## src/logic/sio_pkg.sv

```systemverilog
// package for the subsystem pin i/o control port
// assumes a 16-bit cpu data path and a byte-offset address space
package sio_pkg;

  localparam logic [15:0] SIO_CTRL_OFFSET   = 16'h003c;
  localparam int          SIO_TSEL_BIT      = 15;
  localparam int          SIO_RSV_HI        = 14;
  localparam int          SIO_RSV_LO        = 12;
  localparam int          SIO_DIR_LO        = 8;
  localparam int          SIO_ROM_BIT       = 7;
  localparam int          SIO_SEL_BIT       = 6;
  localparam int          SIO_GRANT_BIT     = 5;
  localparam int          SIO_REQ_BIT       = 4;
  localparam int          SIO_VAL_LO        = 0;
  localparam logic [3:0]  SIO_DIR_RESET     = 4'h0;
  localparam logic [3:0]  SIO_VAL_RESET     = 4'h0;
  localparam logic        SIO_TSEL_RESET    = 1'h0;
  localparam logic        SIO_REQ_RESET     = 1'h0;
  localparam logic        SIO_ROM_RESET     = 1'h0;
  localparam logic [1:0]  SIO_INIT_CYCLES   = 2'h3;

  typedef enum logic [1:0] {
    SIO_ARB_IDLE = 2'b00,
    SIO_ARB_OWN  = 2'b01,
    SIO_ARB_PEER = 2'b10
  } sio_arb_t;

endpackage

```

## src/logic/sio_ctrl.sv

```systemverilog
// subsystem pin i/o control port: one 16-bit control register, four
// two-way pins, timer on pin 3 when the strap is low, rom map enable, external bus arbitration
// assumes cpu strobes and timer pulse on REF_CLK_IN; pins, strap and
// peer arbitration signals are asynchronous and are synchronised here
`timescale 1ns/100ps
module sio_ctrl
  import sio_pkg::*;
#(
  parameter int         ADDR_W    = 16,
  parameter logic       SUBSYS_ID = 1'h0
)(
  input  wire logic              REF_CLK_IN,       // 40 mhz clock
  input  wire logic              RESET_IN,         // core reset, high
  input  wire logic [ADDR_W-1:0] REG_ADDR_IN,      // cpu data address
  input  wire logic              REG_WR_IN,        // write strobe
  input  wire logic              REG_RD_IN,        // read strobe
  input  wire logic [15:0]       REG_WDATA_IN,     // write data
  output logic      [15:0]       REG_RDATA_OUT,    // read data
  input  wire logic [3:0]        PIN_IN,           // pin levels
  output logic      [3:0]        PIN_OUT,          // pin drive value
  output logic      [3:0]        PIN_OE_OUT,       // pin drive enable
  input  wire logic              TIMER_PULSE_IN,   // timer output
  input  wire logic              STRAP_IN,         // shared-bus strap
  output logic                   ROM_MAP_OUT,      // rom mapped in
  output logic                   BRANCH_COND_OUT,  // cpu branch condition
  output logic                   EXT_BUS_REQ_OUT,  // own bus request
  input  wire logic              PEER_REQ_IN,      // peer request (a only)
  output logic                   PEER_GRANT_OUT,   // peer grant (a only)
  input  wire logic              ARB_GRANT_IN      // grant from a (b only)
);

  logic [6:0]  in_meta;
  logic [6:0]  in_s;
  logic [3:0]  pin_s;
  logic        strap_s;
  logic        peer_req_s;
  logic        arb_grant_s;
  logic        timer_pin_select;
  logic [3:0]  pin_direction;
  logic [3:0]  pin_value;
  logic        rom_map_enable;
  logic        ext_bus_request;
  logic        ext_bus_grant;
  logic [1:0]  init_cnt;
  sio_arb_t    arb_state;
  sio_arb_t    next_arb_state;

  wire         reg_hit     = (REG_ADDR_IN == ADDR_W'(SIO_CTRL_OFFSET));
  wire         reg_wr      = REG_WR_IN && reg_hit;
  wire         reg_rd      = REG_RD_IN && reg_hit;
  wire         init_load   = (init_cnt == SIO_INIT_CYCLES - 2'h1);
  wire         timer_on    = timer_pin_select && !strap_s;
  wire [3:0]   drive_en    = {pin_direction[3] | timer_on,
                              pin_direction[2:0]};
  wire [3:0]   drive_val   = {timer_on ? TIMER_PULSE_IN : pin_value[3],
                              pin_value[2:0]};
  wire [3:0]   read_val;
  wire [15:0]  ctrl_word;

  // per-pin readback: driven pins echo their data, inputs the pin level
  genvar g;
  generate
    for (g = 0; g < 3; g++)
    begin : g_rd
      assign read_val[g] = pin_direction[g] ? pin_value[g] : pin_s[g];
    end
  endgenerate
  assign read_val[3] = timer_on ? TIMER_PULSE_IN :
                       (pin_direction[3] ? pin_value[3] : pin_s[3]);

  assign ctrl_word = {timer_pin_select,
                      3'h0,
                      pin_direction,
                      rom_map_enable,
                      SUBSYS_ID,
                      ext_bus_grant,
                      ext_bus_request,
                      read_val};

  assign pin_s       = in_s[3:0];
  assign strap_s     = in_s[4];
  assign peer_req_s  = in_s[5];
  assign arb_grant_s = in_s[6];

  // two-stage synchroniser for every asynchronous input
  always_ff @(posedge REF_CLK_IN or posedge RESET_IN)
  begin
    if (RESET_IN)
    begin
      in_meta <= 7'h00;
      in_s    <= 7'h00;
    end
    else
    begin
      in_meta <= {ARB_GRANT_IN, PEER_REQ_IN, STRAP_IN, PIN_IN};
      in_s    <= in_meta;
    end
  end

  // control bits; the strap-derived rom enable loads once the strap
  // and pin 0 have crossed the synchroniser after reset release
  always_ff @(posedge REF_CLK_IN or posedge RESET_IN)
  begin
    if (RESET_IN)
    begin
      timer_pin_select <= SIO_TSEL_RESET;
      pin_direction    <= SIO_DIR_RESET;
      pin_value        <= SIO_VAL_RESET;
      rom_map_enable   <= SIO_ROM_RESET;
      ext_bus_request  <= SIO_REQ_RESET;
      init_cnt         <= 2'h0;
    end
    else
    begin
      if (init_cnt != SIO_INIT_CYCLES)
        init_cnt <= init_cnt + 2'h1;
      if (init_load)
        rom_map_enable <= strap_s & pin_s[0];
      else if (reg_wr)
        rom_map_enable <= REG_WDATA_IN[SIO_ROM_BIT];
      if (reg_wr)
      begin
        timer_pin_select <= REG_WDATA_IN[SIO_TSEL_BIT];
        pin_direction    <= REG_WDATA_IN[SIO_DIR_LO +: 4];
        pin_value        <= REG_WDATA_IN[SIO_VAL_LO +: 4];
        ext_bus_request  <= REG_WDATA_IN[SIO_REQ_BIT];
      end
    end
  end

  // arbitration: subsystem a owns the arbiter, b takes a's grant
  always_comb
  begin
    next_arb_state = arb_state;
    case (arb_state)
      SIO_ARB_IDLE:
        if (ext_bus_request)
          next_arb_state = SIO_ARB_OWN;
        else if (peer_req_s)
          next_arb_state = SIO_ARB_PEER;
      SIO_ARB_OWN:
        if (!ext_bus_request)
          next_arb_state = SIO_ARB_IDLE;
      SIO_ARB_PEER:
        if (!peer_req_s)
          next_arb_state = SIO_ARB_IDLE;
      default:
        next_arb_state = SIO_ARB_IDLE;
    endcase
  end

  always_ff @(posedge REF_CLK_IN or posedge RESET_IN)
  begin
    if (RESET_IN)
      arb_state <= SIO_ARB_IDLE;
    else if (SUBSYS_ID == 1'h0)
      arb_state <= next_arb_state;
  end

  assign ext_bus_grant = (SUBSYS_ID == 1'h0) ?
                         (arb_state == SIO_ARB_OWN) : arb_grant_s;

  // registered outputs
  always_ff @(posedge REF_CLK_IN or posedge RESET_IN)
  begin
    if (RESET_IN)
    begin
      REG_RDATA_OUT   <= 16'h0000;
      PIN_OUT         <= 4'h0;
      PIN_OE_OUT      <= 4'h0;
      ROM_MAP_OUT     <= 1'h0;
      BRANCH_COND_OUT <= 1'h1;
      EXT_BUS_REQ_OUT <= 1'h0;
      PEER_GRANT_OUT  <= 1'h0;
    end
    else
    begin
      REG_RDATA_OUT   <= reg_rd ? ctrl_word : 16'h0000;
      PIN_OUT         <= drive_val;
      PIN_OE_OUT      <= drive_en;
      ROM_MAP_OUT     <= rom_map_enable;
      BRANCH_COND_OUT <= pin_direction[2] ? 1'h1 : pin_s[2];
      EXT_BUS_REQ_OUT <= ext_bus_request;
      PEER_GRANT_OUT  <= (SUBSYS_ID == 1'h0) &&
                         (arb_state == SIO_ARB_PEER);
    end
  end
endmodule

```

## config.mk

```make
export PLATFORM = sky130hd
export DESIGN_NAME = sio_ctrl
export DESIGN_NICKNAME = d
export VERILOG_FILES = /design/src/logic/sio_pkg.sv /design/src/logic/sio_ctrl.sv
export SDC_FILE = /design/constraint.sdc
export NUM_CORES = 1
export LEC_CHECK = 0
export ABC_AREA = 1
export BUFFER_PORTS_ARGS = -buffer_cell sky130_fd_sc_hd__buf_2
export CAP_MARGIN = 25
export CORE_MARGIN = 2
export CORE_UTILIZATION = 47
export DETAILED_ROUTE_END_ITERATION = 8
export PLACE_DENSITY_LB_ADDON = 0.1
export SYNTH_ARGS = -nofsm -noshare
export SYNTH_HDL_FRONTEND = slang
export SYNTH_SLANG_ARGS = --single-unit
```

## constraint.sdc

```tcl
create_clock -name REF_CLK_IN -period 2.05 [get_ports REF_CLK_IN]
set_input_delay 0.41 -clock REF_CLK_IN [delete_from_list [all_inputs] [get_ports REF_CLK_IN]]
set_output_delay 0.41 -clock REF_CLK_IN [all_outputs]
set_load 0.005 [all_outputs]
```

Word-level counts from Yosys, hierarchy flattened
Index checks and enable logic that the tools add are counted.
{"block": "totals", "out_inout_bits": 28, "register_bits": 55, "input_bits": 44}
{"block": "classes", "n_mux": 15, "n_addsub": 1, "n_bitwise": 2, "reduce_logical": 7, "n_eq_ne": 8}
{"op": "== test 16 x 6 -> 1 bit, second input constant", "count": 1}
{"op": "two-way mux 16 bit", "count": 1}
{"op": "two-way mux 1 bit", "count": 9}
{"op": "two-way mux 2 bit", "count": 4}
{"op": "!= test 2 bit, second input constant", "count": 3}
{"op": "case mux 2 bit (3 select lines)", "count": 1}
{"op": "== test 2 bit, second input constant", "count": 2}
{"op": "logical AND 1 bit", "count": 3}
{"op": "!= test 3 bit, second input constant", "count": 1}
{"op": "AND reduction 3 bit", "count": 1}
{"op": "adder 2 x 1 -> 2 bit, second input constant", "count": 1}
{"op": "== test 2 x 1 -> 1 bit, second input constant", "count": 1}
{"op": "zero test 2 bit", "count": 1}
{"op": "nonzero test 2 bit", "count": 1}
{"op": "bitwise AND 1 bit", "count": 1}
{"op": "zero test 1 bit", "count": 1}
{"op": "OR 1 bit", "count": 1}

Depth between registers and ports, before layout
Gate-level depths: netlist of the first run.
{"block": "depth", "word_depth": 4, "ltp_mapped": 8, "depth_no_buf": 8}

Worst setup path before layout of the first run
Ideal clock, no wire load.
{"block": "synth_timing", "path_type": "input to register", "from": "input REG_ADDR_IN[11]", "to": "register rom_map_enable", "arrival_ns": 1.066, "slack_ns": 0.868, "t_required_ns": 1.934, "stages": 7, "setup_ns": 0.116, "path_cell_list": "nor2_1 > nand2_1 > nor2_2 > nand3_2 > buf_6 > nand3_1 > nand2_1"}
{"block": "synth_between", "elab_chain_len": 3}
{"item": "start, declared", "line_no": "sio_ctrl.sv:14", "text": "input wire logic [ADDR_W-1:0] REG_ADDR_IN,"}
{"item": "== test 16 x 6 -> 1 bit", "line_no": "sio_ctrl.sv:48", "text": "wire reg_hit = (REG_ADDR_IN == ADDR_W'(SIO_CTRL_OFFSET));"}
{"item": "logical AND 1 bit", "line_no": "sio_ctrl.sv:49", "text": "wire reg_wr = REG_WR_IN && reg_hit;"}
{"item": "nonzero test 2 bit (no source line)"}
{"item": "end signal, assigned", "line_no": "sio_ctrl.sv:118", "text": "rom_map_enable <= strap_s & pin_s[0];"}
{"item": "end signal, assigned", "line_no": "sio_ctrl.sv:120", "text": "rom_map_enable <= REG_WDATA_IN[SIO_ROM_BIT];"}
{"item": "end, declared", "line_no": "sio_ctrl.sv:41", "text": "logic rom_map_enable;"}
No other way between the ends.
A chain may end at the register's enable or synchronous reset.

Worst setup path after layout of the first run
{"block": "layout_timing", "from": "register BRANCH_COND_OUT", "to": "output BRANCH_COND_OUT"}
{"item": "start, declared", "line_no": "sio_ctrl.sv:25", "text": "output logic BRANCH_COND_OUT,"}
{"item": "start signal, assigned", "line_no": "sio_ctrl.sv:182", "text": "BRANCH_COND_OUT <= pin_direction[2] ? 1'h1 : pin_s[2];"}
No word-level cell between the ends.

==> key figures, run 1 <==
Floorplan
  • Die Wd: 66.3 um
  • Initial core utilization: 0.495
  • Core area: 3690 um2
  • IO Count: 72
  • Die Area: 4400 um2
  • Die H: 66.3 um
  • Row cnt: 22

Placement
  • HPWL after DPL: 2120 um
  • Placed cells: 267
  • Placed Area: 2160 um2
  • Placement Setup Slack: 437 ps
  • Port Buf Inserts: 61
  • Routability Congestion: 0.755

Detailed routing
  • DRC: 0
  • DRT Wirelength: 3000 um
  • Routed len/inst: 10.9 um
  • Drt via density: 4.39
  • Initial DRC count: 88
  • Via count: 1206
  • Drt first pass iters: 4
  • Final antenna-violating net count: 0

Critical path
  • Crit-path cells: buf_2
  • CP Buf/Inv Count: 1
  • Crit-path max FO: 1
  • Cell family with most CP delay: flip-flops
  • Crit path DAT: 910 ps
  • Worst setup EP type: output port
  • Type of origin of the critical path: flip-flop
  • Critical path's largest stage delay: 520 ps
  • Critical path class: reg -> out
  • Slowest CP cell: dfstp_2
  • CP required: 1640 ps

Timing
  • Fin worst setup slack: 727 ps
  • Final Max Slew Viols: 0
  • Final hold viol count: 0
  • Crit path time final: 1320 ps
  • WHS: 207 ps
  • Worst slew margin: 0.602
  • Period utilisation layout: 0.645
  • Fmax: 756 MHz
  • Skew final: 5.62 ps
  • RSZ-0062 raised after global routing: false
  • Fin Setup TNS: 0 ps
  • Tightest Pin Transition: 597 ps
  • # setup viols final: 0

Clock network
  • CTS tree: done
  • Clk sink count: 51
  • Root Driver: clkbuf_8
  • Clock tree buffer depth: 2
  • Hold buffer count at cts: 0
  • H-tree levels: 2
  • Worst skew pair latency: 300 ps
  • Cts bufs inserted: 5
  • Post-CTS setup buffers: 0
  • Post_cts resized: 0
  • Reg clk slew, reported paths: 90 ps

Final layout
  • Most common cell after layout, fill and taps aside: buf_2
  • Layout cells sized above 1: 0.383
  • Diode count: 0
  • Total Nets Final: 272
  • Final Cell Area: 2300 um2
  • Core Util, Final: 0.623
  • Non-Filler Instances: 275
  • Most frequent cells in the layout: buf_2, dfrtp_1, nand2_1, inv_1, nor2_1
  • Syn-to-layout area delta: 26.0%

Logic synthesis
  • Seq/Total Area, Yosys: 0.700
  • Most area-consuming cells after synthesis: dfrtp_1, nand2_1, inv_1, o21ai_2, nor2_1
  • Cells after Synth: 160
  • Mean post-synth cell area: 11.4 um2
  • Synth unique cells: 20
  • Synth warnings: 0
  • Synthesized area: 1820 um2
  • Post-synth top area share: 0.686
  • Flops & latches, synth: 51
  • Largest area contributor in the netlist: dfrtp_1

Global routing
  • Initial antenna violation count: 0
  • Vias in the first global route: 1203
  • Gr ovfl total: 0
  • First-pass GRT wire length: 5130 um
  • Total track usage: 0.160
  • Pin count of the biggest net entering global routing: 52

Run
  • Maxcap violations: 0

Power and ir drop
  • Pwr Total: 1.93 mW
  • Cell Pwr Density: 839 nW/um2
  • Maximum vdd drop: 504 uV
  • P_leak: 1.29 nW

Hold path
  • Hold Crit Class: in -> reg

Run status
  • Outcome: finished, final reports clean
-- final cells by class --
class	count	area (um2)
Multi-Input combinational cell	81	410
Sequential cell	51	1280
Inverter	24	90.1
Fill cell	307	1390
Clock buffer	5	68.8
Timing Repair Buffer	63	320
Clock inverter	3	71.3
Tap cell	48	60.1
-- layer usage --
| metal | vias up | part of all wire | GRT usage |
|---|---|---|---|
| met5 | - | 0 | 0 |
| met4 | 0 | 0.0073 | 0.0612 |
| met3 | 2 | 0.071 | 0.0579 |
| met2 | 35 | 0.54 | 0.283 |
| met1 | 569 | 0.38 | 0.175 |
| li1 | 600 | - | - |
-- report_power, final --
part / switching [mW] / leakage [nW] / internal, mW
Combinational: 0.0436 / 0.554 / 0.0354
Sequential: 0.00538 / 0.664 / 1.02
Clock: 0.325 / 0.0703 / 0.495
-- sequential cells by signal, summed over array words and instances, names as in the netlist --
name              cells
BRANCH_COND_OUT       1
in_s                  6
PEER_GRANT_OUT        1
rom_map_enable        1
PIN_OE_OUT            4
timer_pin_select      1
REG_RDATA_OUT        12
pin_value             4
ext_bus_request       1
arb_state             2
PIN_OUT               4
in_meta               6
pin_direction         4
ROM_MAP_OUT           1
EXT_BUS_REQ_OUT       1
init_cnt              2
-- worst register-to-register path: stages, from the launching register on --
cell     delay, ps
dfrtp_1        420
inv_1           70
ha_1           170
inv_1           70
nand2_1         60
nand2_1         50
nand2_1         60
nand2_1         50
-- cells by family after synthesis --
kind of cell             after synthesis  synth area share
buffers and inverters                 31            0.0809
adder cells (fa/ha/maj)                2            0.0137
flip-flops                            51             0.700
other                                  1           0.00206
AO/OA/AOI/OAI                         16            0.0665
AND/OR/NAND/NOR                       58             0.132
XOR/XNOR                               1           0.00480
-- worst paths after layout --
path | from | endpoint | slack [ps] | cells past startpoint
max in group asynchronous | RESET_IN | pin_value[3] | 1400 | 3
hold / removal | PEER_REQ_IN | in_meta[5] | 210 | 1
setup / recovery | BRANCH_COND_OUT | BRANCH_COND_OUT | 730 | 1
min in group asynchronous | RESET_IN | PIN_OUT[1] | 250 | 3
setup reg to reg | init_cnt[0] | rom_map_enable | 1010 | 7
hold reg to reg | in_meta[1] | in_s[1] | 360 | 0
-- synthesized netlist by cell type, drive strengths merged --
cell type  count
dfrtp         50
nand2         32
inv           24
nor2          19
o21ai         13
buf            7
nand3          5
a21oi          3
ha             2
conb           1
dfstp          1
nor3b          1
or2            1
xnor2          1
No activity file was read; power rests on OpenSTA's default activity.
==> run 2, diff against run 1 <==
==> constraint.sdc (replaced) <==
create_clock -name REF_CLK_IN -period 1.3 [get_ports REF_CLK_IN]
set_input_delay 0.26 -clock REF_CLK_IN [delete_from_list [all_inputs] [get_ports REF_CLK_IN]]
set_output_delay 0.26 -clock REF_CLK_IN [all_outputs]
set_load 0.005 [all_outputs]
==> run 2 against run 1 <==
Critical path depth unchanged; worst hold slack got worse by 150 ps; sequential power increased by 57%; via count increased by 2.6%; setup slack got worse by 600 ps; critical endpoint unchanged; sequential cell count unchanged; core utilization increased by 1.4 points; cell count increased by 1.1%; first-iteration DRC count decreased by 15%.
==> key figures, run 2 (synthesized netlist as in run 1, its figures left out) <==
Critical path
  • Crit path DAT: 910 ps
  • Reg2reg setup slack: 280 ps
  • CP required: 1040 ps
  • Cell family with most CP delay: flip-flops
  • Crit-path cells: buf_2
  • Slowest CP cell: dfstp_2
  • Critical path class: reg -> out
  • Critical path depth in cells: 1
  • Worst setup EP type: output port
  • CP Buf/Inv Count: 1
  • Crit-path max FO: 1
  • Critical path's largest stage delay: 520 ps
  • Type of origin of the critical path: flip-flop
  • Worst r2r path cells: 7

Final layout
  • Most frequent cells in the layout: buf_2, dfrtp_1, nand2_1, inv_1, nor2_1
  • Layout cells sized above 1: 0.387
  • Total Nets Final: 275
  • Final Cell Area: 2350 um2
  • Register with the most flip-flops: REG_RDATA_OUT
  • Max reg flops: 12
  • Largest regs: REG_RDATA_OUT (12), in_meta (6), in_s (6)
  • Diode count: 0
  • Syn-to-layout area delta: 28.7%
  • Most common cell after layout, fill and taps aside: buf_2

Hold path
  • Hold path cells: 1
  • Hold Crit Class: in -> reg

Clock network
  • Clock tree buffer depth: 2
  • Reg clk slew, reported paths: 80 ps
  • CTS tree: done
  • Clk sink count: 51
  • H-tree levels: 2
  • Post_cts resized: 0
  • Root Driver: clkbuf_8
  • Worst skew pair latency: 300 ps
  • Cts bufs inserted: 5

Floorplan
  • Row cnt: 22
  • Die H: 66.3 um
  • IO Count: 72
  • Core area: 3690 um2
  • Die Area: 4400 um2
  • Initial core utilization: 0.495
  • Die Wd: 66.3 um

Detailed routing
  • WL met2: 1670 um
  • Top routing layer in use: met4
  • Via count: 1237
  • Met3 routed WL: 173 um
  • Drt via density: 4.45
  • Initial DRC count: 75
  • Drt first pass iters: 4
  • Final antenna-violating net count: 0
  • DRC: 0
  • DRT Wirelength: 3120 um
  • M1 WL: 1210 um
  • Routed len/inst: 11.2 um

Timing
  • Fmax: 853 MHz
  • WHS: 60.5 ps
  • RSZ-0062 raised after global routing: false
  • Period utilisation layout: 0.902
  • Fin Setup TNS: 0 ps
  • Skew final: 4.21 ps
  • Crit path time final: 1170 ps
  • Final Max Slew Viols: 0
  • # setup viols final: 0
  • Final hold viol count: 0

Global routing
  • Gr ovfl total: 0
  • Pin count of the biggest net entering global routing: 27
  • Total track usage: 0.169
  • Initial antenna violation count: 0
  • First-pass GRT wire length: 5340 um
  • Vias in the first global route: 1247

Power and ir drop
  • Cell Pwr Density: 1290 nW/um2
  • P_leak: 1.30 nW
  • Maximum vdd drop: 745 uV

Placement
  • Port Buf Inserts: 61
  • Routability Congestion: 0.766
  • HPWL after DPL: 2270 um
  • Placed Area: 2200 um2

Run
  • Maxcap violations: 0

Run status
  • Outcome: finished, final reports clean
-- run 2: cell types whose count changed in the layout (fill, tap and decap cells not counted) --
cell and delta:
clkinvlp_4 +2, inv_2 -1, buf_12 +2, dlygate4sd3_1 +1
inv_8 -1
-- run 2: worst reg2reg max path: cells and delay by family (launching register included) --
family | cells | cell delay, ps
flip-flops | 1 | 420
AND/OR/NAND/NOR | 4 | 220
adder cells (fa/ha/maj) | 1 | 160
buffers and inverters | 2 | 140
-- run 2: path summary, 6_finish.rpt --
check / from / end
worst max-delay path: BRANCH_COND_OUT / BRANCH_COND_OUT
worst min-delay path: PIN_IN[0] / in_meta[0]
worst max register to register: init_cnt[0] / rom_map_enable
worst min register to register: in_meta[1] / in_s[1]
max in group asynchronous: RESET_IN / in_s[5]
min in group asynchronous: RESET_IN / in_s[1]
-- run 2: timing repair --
item / CTS / global route
hold endpoints to repair: 13 / 0
buffers inserted: 0 / 0
hold buffers: 1 / 0
-- run 2: stage by stage --
stage                     total power, mW  cells  utilization  setup WS (ps)
after floorplan                      1.72    163            -            268
after global placement               1.78    269        0.597            135
after detailed placement             1.79    269        0.597            113
after CTS                            3.06    278        0.637            106
after global routing                 3.16    278        0.637           86.3
final                                3.02    278        0.637            127
-- run 2: cell type report --
type / instances / area, um2
fill: 293 / 1340
sequential: 51 / 1280
multi-input combinational: 81 / 410
timing repair buffer: 66 / 370
inverter: 24 / 93.8
clock buffer: 5 / 68.8
clock inverter: 3 / 67.6
tap: 48 / 60.1
-- run 2: per-layer routing --
| metal | vias up | GRT usage |
|---|---|---|
| met2 | 38 | 0.291 |
| met1 | 583 | 0.181 |
| met5 | - | 0 |
| li1 | 608 | - |
| met3 | 8 | 0.0613 |
| met4 | 0 | 0.0893 |
-- run 2: power breakdown --
group          total (mW)  switching (mW)  leakage (nW)  internal (mW)
logic               0.136          0.0722         0.574         0.0640
registers            1.62         0.00908         0.664           1.61
clock network        1.26           0.494        0.0644          0.766
total                3.02           0.575          1.30           2.44
